[src/verilog/rg_cfg.svh]
// constants for the dual channel ring repeater
`ifndef RG_CFG_SVH
`define RG_CFG_SVH
// clock rate and timing budgets, times in ns
`define RG_CLK_MHZ 10
`define RG_T_E2F_NS 1000
`define RG_T_F2E_NS 300
`define RG_T_F2F_NS 1060
`define RG_T_DET_NS 3000
`define RG_T_ERR_NS 800
`define RG_E2F_CYC (`RG_T_E2F_NS * `RG_CLK_MHZ / 1000)
`define RG_F2E_CYC (`RG_T_F2E_NS * `RG_CLK_MHZ / 1000)
`define RG_F2F_CYC (`RG_T_F2F_NS * `RG_CLK_MHZ / 1000)
`define RG_DET_CYC (`RG_T_DET_NS * `RG_CLK_MHZ / 1000)
`define RG_ERR_CYC (`RG_T_ERR_NS * `RG_CLK_MHZ / 1000)
// preset bit period in clock cycles and its counter
`define RG_CNT_W 16
`define RG_BIT_DIV 16'h0057
`define RG_CNT_ONE 16'h0001
`define RG_CNT_ZERO 16'h0000
// reset and idle values
`define RG_MARK 1'b1
`define RG_FIB_IDLE 4'h3
`define RG_PIN_RST 20'h00000
`endif

[src/verilog/rg_pkg.sv]
// types for the dual channel ring repeater
package rg_pkg;
    // one fibre symbol: error status, handshake, two data lanes
    typedef struct packed {
        logic err;
        logic rts;
        logic pri;
        logic sec;
    } rg_fib_t;
    // configuration switches
    typedef struct packed {
        logic vmode;
        logic ring;
        logic dual;
        logic chan;
        logic focal;
        logic hs;
        logic loc_only;
    } rg_sw_t;
    // every asynchronous input, synchronised together
    typedef struct packed {
        rg_fib_t fa;
        rg_fib_t fb;
        logic    up_a;
        logic    up_b;
        logic    rxd;
        logic    rts;
        logic    pwr_fail;
        rg_sw_t  sw;
    } rg_pin_t;
    typedef enum logic [0:0] {
        RG_NORMAL   = 1'b0,
        RG_FAILOVER = 1'b1
    } rg_mode_t;
endpackage

[src/verilog/rg_ring_repeater.sv]
// forwarding logic of a dual channel v-mode ring repeater node
`timescale 1ns/1ns
`include "rg_cfg.svh"
module rg_ring_repeater
    import rg_pkg::*;
(
    input  wire logic    sys_clk_i,
    input  wire logic    rst_i,
    input  wire logic    ce_i,
    input  wire rg_fib_t fibre_in_a_i,
    input  wire rg_fib_t fibre_in_b_i,
    input  wire logic    link_up_a_i,
    input  wire logic    link_up_b_i,
    input  wire logic    ser_rxd_i,
    input  wire logic    ser_rts_i,
    input  wire logic    pwr_fail_i,
    input  wire rg_sw_t  switches_i,
    output rg_fib_t      fibre_out_a_o,
    output rg_fib_t      fibre_out_b_o,
    output logic         ser_txd_o,
    output logic         ser_cts_o,
    output logic         local_fault_lamp_o,
    output logic         remote_fault_lamp_o,
    output logic         port_a_link_lamp_o,
    output logic         port_b_link_lamp_o,
    output logic         alarm_o
);
    localparam int F2E = `RG_F2E_CYC;
    localparam int F2F = `RG_F2F_CYC;
    localparam int DET = `RG_DET_CYC;
    localparam int ERR = `RG_ERR_CYC;

    // ------------------------------------------------------------
    // input synchroniser
    // ------------------------------------------------------------
    rg_pin_t pin_raw;
    rg_pin_t sy1_ff;
    rg_pin_t sy_ff;
    rg_pin_t nxt_sy1;
    rg_pin_t nxt_sy;

    assign pin_raw = '{fa: fibre_in_a_i, fb: fibre_in_b_i,
                       up_a: link_up_a_i, up_b: link_up_b_i,
                       rxd: ser_rxd_i, rts: ser_rts_i,
                       pwr_fail: pwr_fail_i, sw: switches_i};

    // first stage feeds only the second
    always_comb begin
        nxt_sy1 = ce_i ? pin_raw : sy1_ff;
        nxt_sy  = ce_i ? sy1_ff : sy_ff;
    end

    always_ff @(posedge sys_clk_i or posedge rst_i) begin
        if (rst_i) begin
            sy1_ff <= `RG_PIN_RST;
            sy_ff  <= `RG_PIN_RST;
        end else begin
            sy1_ff <= nxt_sy1;
            sy_ff  <= nxt_sy;
        end
    end

    // ------------------------------------------------------------
    // serial retimer
    // ------------------------------------------------------------
    logic [`RG_CNT_W-1:0] cnt_ff;
    logic [`RG_CNT_W-1:0] nxt_cnt;
    logic                 ret_ff;
    logic                 nxt_ret;

    // free running bit clock; worst delay is one bit period
    always_comb begin
        nxt_cnt = cnt_ff;
        nxt_ret = ret_ff;
        if (ce_i) begin
            if (cnt_ff == `RG_BIT_DIV - `RG_CNT_ONE) begin
                nxt_cnt = `RG_CNT_ZERO;
                nxt_ret = sy_ff.rxd;
            end else begin
                nxt_cnt = cnt_ff + `RG_CNT_ONE;
            end
        end
    end

    always_ff @(posedge sys_clk_i or posedge rst_i) begin
        if (rst_i) begin
            cnt_ff <= `RG_CNT_ZERO;
            ret_ff <= `RG_MARK;
        end else begin
            cnt_ff <= nxt_cnt;
            ret_ff <= nxt_ret;
        end
    end

    // ------------------------------------------------------------
    // fault classification and mode
    // ------------------------------------------------------------
    rg_sw_t   sw;
    logic     cfg_ok;
    logic     focal;
    logic     lf;
    logic     rf;
    logic     rts_en;
    rg_fib_t  fa;
    rg_fib_t  fb;
    rg_mode_t mode_ff;
    rg_mode_t nxt_mode;

    assign sw     = sy_ff.sw;
    assign cfg_ok = sw.vmode & sw.ring & sw.dual;
    assign focal  = sw.focal;
    assign lf     = ~sy_ff.up_a | ~sy_ff.up_b;
    // a dead port reads as idle so it injects nothing
    assign fa     = sy_ff.up_a ? sy_ff.fa : rg_fib_t'(`RG_FIB_IDLE);
    assign fb     = sy_ff.up_b ? sy_ff.fb : rg_fib_t'(`RG_FIB_IDLE);
    assign rf     = fa.err | fb.err;
    assign rts_en = sw.hs & ~sw.dual;

    // any known fault puts the node into failover
    always_comb begin
        nxt_mode = mode_ff;
        if (ce_i) begin
            unique case (mode_ff)
                RG_NORMAL: begin
                    if (lf | rf) begin
                        nxt_mode = RG_FAILOVER;
                    end
                end
                RG_FAILOVER: begin
                    if (~lf & ~rf) begin
                        nxt_mode = RG_NORMAL;
                    end
                end
            endcase
        end
    end

    always_ff @(posedge sys_clk_i or posedge rst_i) begin
        if (rst_i) begin
            mode_ff <= RG_NORMAL;
        end else begin
            mode_ff <= nxt_mode;
        end
    end

    // ------------------------------------------------------------
    // routing and outputs
    // ------------------------------------------------------------
    rg_fib_t oa_ff;
    rg_fib_t ob_ff;
    rg_fib_t nxt_oa;
    rg_fib_t nxt_ob;
    logic    txd_ff;
    logic    nxt_txd;
    logic    cts_ff;
    logic    nxt_cts;
    logic    lfl_ff;
    logic    rfl_ff;
    logic    alm_ff;
    logic    lka_ff;
    logic    lkb_ff;
    logic    nxt_alm;

    // lanes are wired-and: mark is idle, any sender may pull low
    always_comb begin
        logic own_b;
        logic own_a;
        logic blk;
        logic lp;
        logic ls;
        logic fo;
        own_b = 1'b1;
        own_a = 1'b1;
        blk   = 1'b0;
        lp    = 1'b1;
        ls    = 1'b1;
        fo    = 1'b0;
        nxt_oa = rg_fib_t'(`RG_FIB_IDLE);
        nxt_ob = rg_fib_t'(`RG_FIB_IDLE);
        nxt_txd = `RG_MARK;
        if (cfg_ok) begin
            fo  = (mode_ff == RG_FAILOVER);
            blk = focal & ~fo;
            lp  = sw.chan ? 1'b1 : ret_ff;
            ls  = sw.chan ? ret_ff : 1'b1;
            // b to a: focal blocks its own channel outside failover
            nxt_oa.pri = lp & (fb.pri | (blk & ~sw.chan));
            nxt_oa.sec = ls & (fb.sec | (blk & sw.chan));
            // a to b: focal keeps its own channel home
            nxt_ob.pri = fa.pri | (focal & ~sw.chan);
            nxt_ob.sec = fa.sec | (focal & sw.chan);
            if (fo) begin
                nxt_ob.pri = nxt_ob.pri & lp;
                nxt_ob.sec = nxt_ob.sec & ls;
            end
            own_b = sw.chan ? fb.sec : fb.pri;
            own_a = sw.chan ? fa.sec : fa.pri;
            nxt_txd = own_b & (own_a | ~focal);
        end
        // error status heads on; focal nodes absorb it
        nxt_oa.err = lf | (~focal & fb.err);
        nxt_ob.err = lf | (~focal & fa.err);
        nxt_oa.rts = rts_en & (sy_ff.rts | (~focal & fb.rts));
        nxt_ob.rts = rts_en & (sy_ff.rts | (~focal & fa.rts));
        nxt_cts = rts_en & (fa.rts | fb.rts);
        nxt_alm = sy_ff.pwr_fail | lf | (rf & ~sw.loc_only);
    end

    always_ff @(posedge sys_clk_i or posedge rst_i) begin
        if (rst_i) begin
            oa_ff  <= `RG_FIB_IDLE;
            ob_ff  <= `RG_FIB_IDLE;
            txd_ff <= `RG_MARK;
            cts_ff <= 1'b0;
            lfl_ff <= 1'b0;
            rfl_ff <= 1'b0;
            alm_ff <= 1'b0;
            lka_ff <= 1'b0;
            lkb_ff <= 1'b0;
        end else if (ce_i) begin
            oa_ff  <= nxt_oa;
            ob_ff  <= nxt_ob;
            txd_ff <= nxt_txd;
            cts_ff <= nxt_cts;
            lfl_ff <= lf;
            rfl_ff <= rf & ~lf;
            alm_ff <= nxt_alm;
            lka_ff <= sy_ff.up_a;
            lkb_ff <= sy_ff.up_b;
        end
    end

    assign fibre_out_a_o       = oa_ff;
    assign fibre_out_b_o       = ob_ff;
    assign ser_txd_o           = txd_ff;
    assign ser_cts_o           = cts_ff;
    assign local_fault_lamp_o  = lfl_ff;
    assign remote_fault_lamp_o = rfl_ff;
    assign port_a_link_lamp_o  = lka_ff;
    assign port_b_link_lamp_o  = lkb_ff;
    assign alarm_o             = alm_ff;
endmodule
[config.mk]
export PLATFORM = sky130hd
export DESIGN_NAME = rg_ring_repeater
export DESIGN_NICKNAME = d
export VERILOG_FILES = /design/src/verilog/rg_pkg.sv /design/src/verilog/rg_ring_repeater.sv
export VERILOG_INCLUDE_DIRS = /design/src /design/src/verilog
export SDC_FILE = /design/constraint.sdc
export NUM_CORES = 1
export LEC_CHECK = 0
export ABC_AREA = 1
export BUFFER_PORTS_ARGS = -buffer_cell sky130_fd_sc_hd__buf_2
export CAP_MARGIN = 20
export CORE_ASPECT_RATIO = 1.4
export CORE_UTILIZATION = 45
export DETAILED_ROUTE_END_ITERATION = 10
export GPL_ROUTABILITY_DRIVEN = 0
export GPL_TIMING_DRIVEN = 0
export PLACE_DENSITY = 0.63
export SLEW_MARGIN = 20
export SYNTH_ARGS = -nofsm -noshare
export SYNTH_HDL_FRONTEND = slang
export SYNTH_SLANG_ARGS = --single-unit
[constraint.sdc]
create_clock -name sys_clk_i -period 2.6 [get_ports sys_clk_i]
set_clock_uncertainty 0.1 [all_clocks]
set_input_delay 0.26 -clock sys_clk_i [delete_from_list [all_inputs] [get_ports sys_clk_i]]
set_output_delay 0.26 -clock sys_clk_i [all_outputs]
set_load 0.005 [all_outputs]
After elaboration in Yosys (flattened, before gate mapping)
Cells that the tools add are included.

cells by class
  add/sub/neg operators = 1
  equal/unequal tests = 1
  mux-type cells = 14
  bitwise operators = 47
  reduce and logical (&&, ||, !) cells = 1

operators by type and width
  cell                   count
  $and 1x1->1            23
  $add 16x1->16 const B  1
  $eq 16x7->1 const B    1
  $mux 16                1
  $or 1x1->1             15
  $not 1->1              9
  $mux 4                 2
  $mux 1                 7
  $mux 2                 3
  $pmux 1 s2             1
  $reduce_and 2->1       1

word-level totals
  flip-flop bits (word level) = 73
  bits of input ports = 23

Logic depth before layout (Yosys ltp)
  word-level depth = 6
  depth in mapped cells = 9

Worst setup path after synthesis
OpenSTA, ideal clock, no wires.

  path type = flip-flop to flip-flop
  start = register cnt_ff[0]
  end = register cnt_ff[1]
  library setup time = 0.077 ns
  arrival time = 1.165 ns
  required time = 2.423 ns
  slack = 1.258 ns
  stages on the path, launching flop included = 5
  path buffers = 0
  period minus slack after synthesis = 1.342 ns
  cell sequence = dfrtp_1 -> inv_2 -> ha_1 -> or2_2 -> a21oi_1

between the ends
  word-level cells in the longest chain between the ends = 2

ends and longest elaborated chain
  element                                                        line                    RTL
  start: declaration                                             rg_ring_repeater.sv:66  logic [`RG_CNT_W-1:0] cnt_ff;
  start signal: assignment                                       rg_ring_repeater.sv:87  cnt_ff <= `RG_CNT_ZERO;
  start signal: assignment                                       rg_ring_repeater.sv:90  cnt_ff <= nxt_cnt;
  $add 16x1->16 (no source line) or $eq 16x7->1 (tied branches)  n/a
  $mux 16 (*)                                                    rg_ring_repeater.sv:76  if (cnt_ff == `RG_BIT_DIV - `RG_CNT_ONE) begin

Mark *: on every way between the ends. The rest lies on a longest branch, timed or not.
A chain may end at the register's enable or synchronous reset.

Worst setup path in the final report
Ends and elaborated chain as after synthesis.

==> metrics.csv <==
metric,value,unit
outcome,finished clean,
clock power share,0.326,
area of the mapped netlist,3320,sq um
CP max FO,6,
clk_lat worst skew,0.34,ns
largest family of logic cells by synthesized area,simple AND/OR/NAND/NOR gates,
Crit path largest cell delay,0.46,ns
I/O Pins,38,
Final Total Pwr,0.00291,W
CP Class,flip-flop to flip-flop,
Clock Tree Root,clkbuf_8,
syn nets,425,
Crit path max-delay family,flip-flops,
# rows,36,
sequential share of power,0.488,
setup_tns,0,ns
Pre-antenna DRT Iters,4,
Post-Layout Cell Count,553,
grt met3 use,0.0311,
Setup Buffers After CTS,0,
Reg2Reg Depth,7,
routed length per instance,12.8,um
post-DP HPWL,5220,um
share of layout cells above drive strength 1,0.197,
CP endpoint kind,flip-flop,
YS warnings,0,
post_cts resized,0,
"Buf+Inv Stages, Crit Path",2,
Area Overhead vs Synth,17.7,%
Hold Path Stages,3,
Routed WL,7100,um
Rel. slew slack,0.663,
total CTS buffers,9,
Initial Util,0.470,
crit share post-route,0.576,
"Reg clk slew, reported paths",0.08,ns
DR vias,2634,
Filler Cells Inserted,699,
CTS tree,built,
initial antenna violation count,0,
first-pass GRT wire length,12200,um
Unique masters post-synth,29,
Crit. path cell count,7,
Die Width,74.6,um
gr busiest metal,met2,
RSZ-0062 raised after global routing,no,
CTS H-Tree Depth,3,
pin count of the biggest net entering global routing,55,
#FFs+latches synth,73,
DRT antenna net count,0,
# hold bufs at CTS,5,
max-slew violations,0,
slowest cell on the critical path,dfrtp_1,
met1 Resource Use GR,0.244,
"commonest non-fill, non-tap cell in the layout",nand2_1,
Critical Path AT,1.62,ns
Net Sw Frac,0.305,
Worst VDD drop,0.538,mV
combinational share of power,0.186,
DRC violation count after routing,0,
max frequency,668,MHz
die height,104,um
Leakage,2.01,nW
Adder-Cell Fraction of Synth Area,0.00753,
Synth Area in XOR/XNOR,0.00791,
Gate Count Post-Synth,400,
endpoints failing setup,0,
fin crit period,1.50,ns
design area,3910,sq um
simple-gate share of the synthesized area,0.272,
core area,7070,sq um
Antenna diodes,0,
"Req. time, crit path",2.73,ns
Mapped Avg Cell Area,8.31,sq um
fin util,0.553,
Pint,0.00202,W
multiplexer area fraction after synthesis,0,
Via density,4.76,
"commonest cells after routing, fill and taps aside","nand2_1, dfrtp_1, inv_1",
Placed Instances,532,
clock sink count,73,
worst hold path type,input pin to flip-flop,
Least-Margin Pin Slew,0.506,ns
"Hold Vio Cnt, Final",0,
sequential share of the synthesized area,0.552,
GRT Total Usage,0.208,
vias in the first global route,2676,
startpoint types,flip-flop,
DR iter-0 viols,92,
met2 Use GR,0.356,
Port Buf Inserts,36,
Area after DPL,3650,sq um
die area,7740,sq um
Pwr per Cell Area,743,nW/um^2
Compound-Gate Fraction of Synth Area,0.0855,
gr ovfl total,0,
CTS Buffer Depth,2,
net switching power,0.000886,W
cell breakdown of the critical path,inv_2 > ha_1 > nand3_1 > nor2_1 > nand2_1 > inv_1 > a21oi_1,
final net count,478,
Max Cap Viol,0,
stage by stage:
stage	setup slack [ns]	hold slack, ns
finish	1.10	0.0151
global placement	-0.539	0.354
floorplan	0.397	0.277
CTS	1.08	0.000480
global route	0.905	0.0123
detailed placement	1.09	0.128
logic make-up after synthesis:
kind of cell,Yosys count
xor gates and xnor gates,3
buffers and inverters,60
and+or+nand+nor,208
AOI/OAI and AO/OA,54
DFF,73
adders and majority gates,2
per-layer routing:
layer	up-vias	share of wire
met5	-	0
met4	0	0.033
met3	16	0.021
met2	39	0.53
met1	1232	0.42
li1	1347	-
worst min-delay path, stage by stage:
cell	delay (ns)
buf_2	0.07
nand2_1	0.04
nand2_1	0.05
Yosys cell counts:
library cell    n  share of area
nand2_2         6          0.011
nand4_1         3         0.0056
nor2_1         35          0.040
dfrtp_1        67           0.50
xor2_1          2         0.0053
nor2_4          5          0.017
nand3_1        18          0.027
nand2_4         2         0.0068
inv_2           1         0.0011
o21ai_1         2         0.0030
o22ai_1         3         0.0056
a31oi_1         2         0.0038
inv_1          46          0.052
nor2_2          4         0.0075
buf_4           4         0.0090
xnor2_1         1         0.0026
nand2_1       130           0.15
nand3_2         1         0.0030
nor3_1          1         0.0015
o21ai_0        32          0.048
buf_2           5         0.0075
a21oi_1        12          0.018
dfstp_2         6          0.047
inv_4           1         0.0019
ha_1            2         0.0075
clkbuf_1        3         0.0034
o21bai_1        3         0.0068
nand3b_1        1         0.0023
or2_2           2         0.0038
power by group through the flow:
stage / clock (W) / sequential [W] / combinational, W
finish: 0.000947 / 0.00142 / 0.000541
global route: 0.00101 / 0.00144 / 0.000619
CTS: 0.000971 / 0.00142 / 0.000552
floorplan: 0 / 0.00141 / 0.000415
detailed placement: 0 / 0.00144 / 0.000542
global placement: 0 / 0.00144 / 0.000523
flip-flops by register name, summed over array words and instances, names as in the netlist, 4 cells and up:
signal	count
fibre_out_b_o	4
cnt_ff	16
fibre_out_a_o	4
sw	6
sy1_ff	20
sy_ff	13
area by class of cell:
cell class	instances	area (sq um)	share of cell area
clock inverters	6	82.6	0.0211
multi-input cells	267	1240	0.317
well taps	95	119	0.0304
plain buffers	12	66.3	0.0169
clock buffers	10	128	0.0326
inverters	48	185	0.0473
flip-flops and latches	73	1830	0.469
repair buffers	42	258	0.0659
path summary, 6_finish.rpt:
kind	to	from	slack, ns
min in group asynchronous	port_b_link_lamp_o	rst_i	0.31
min	sy1_ff[19]	fibre_in_a_i[3]	0.02
min reg2reg	sy1_ff[1]	sy1_ff[1]	0.37
max in group asynchronous	fibre_out_a_o[1]	rst_i	1.49
max reg2reg	cnt_ff[1]	cnt_ff[0]	1.10
max	cnt_ff[1]	cnt_ff[0]	1.10
No activity file was read; power rests on OpenSTA's default activity.
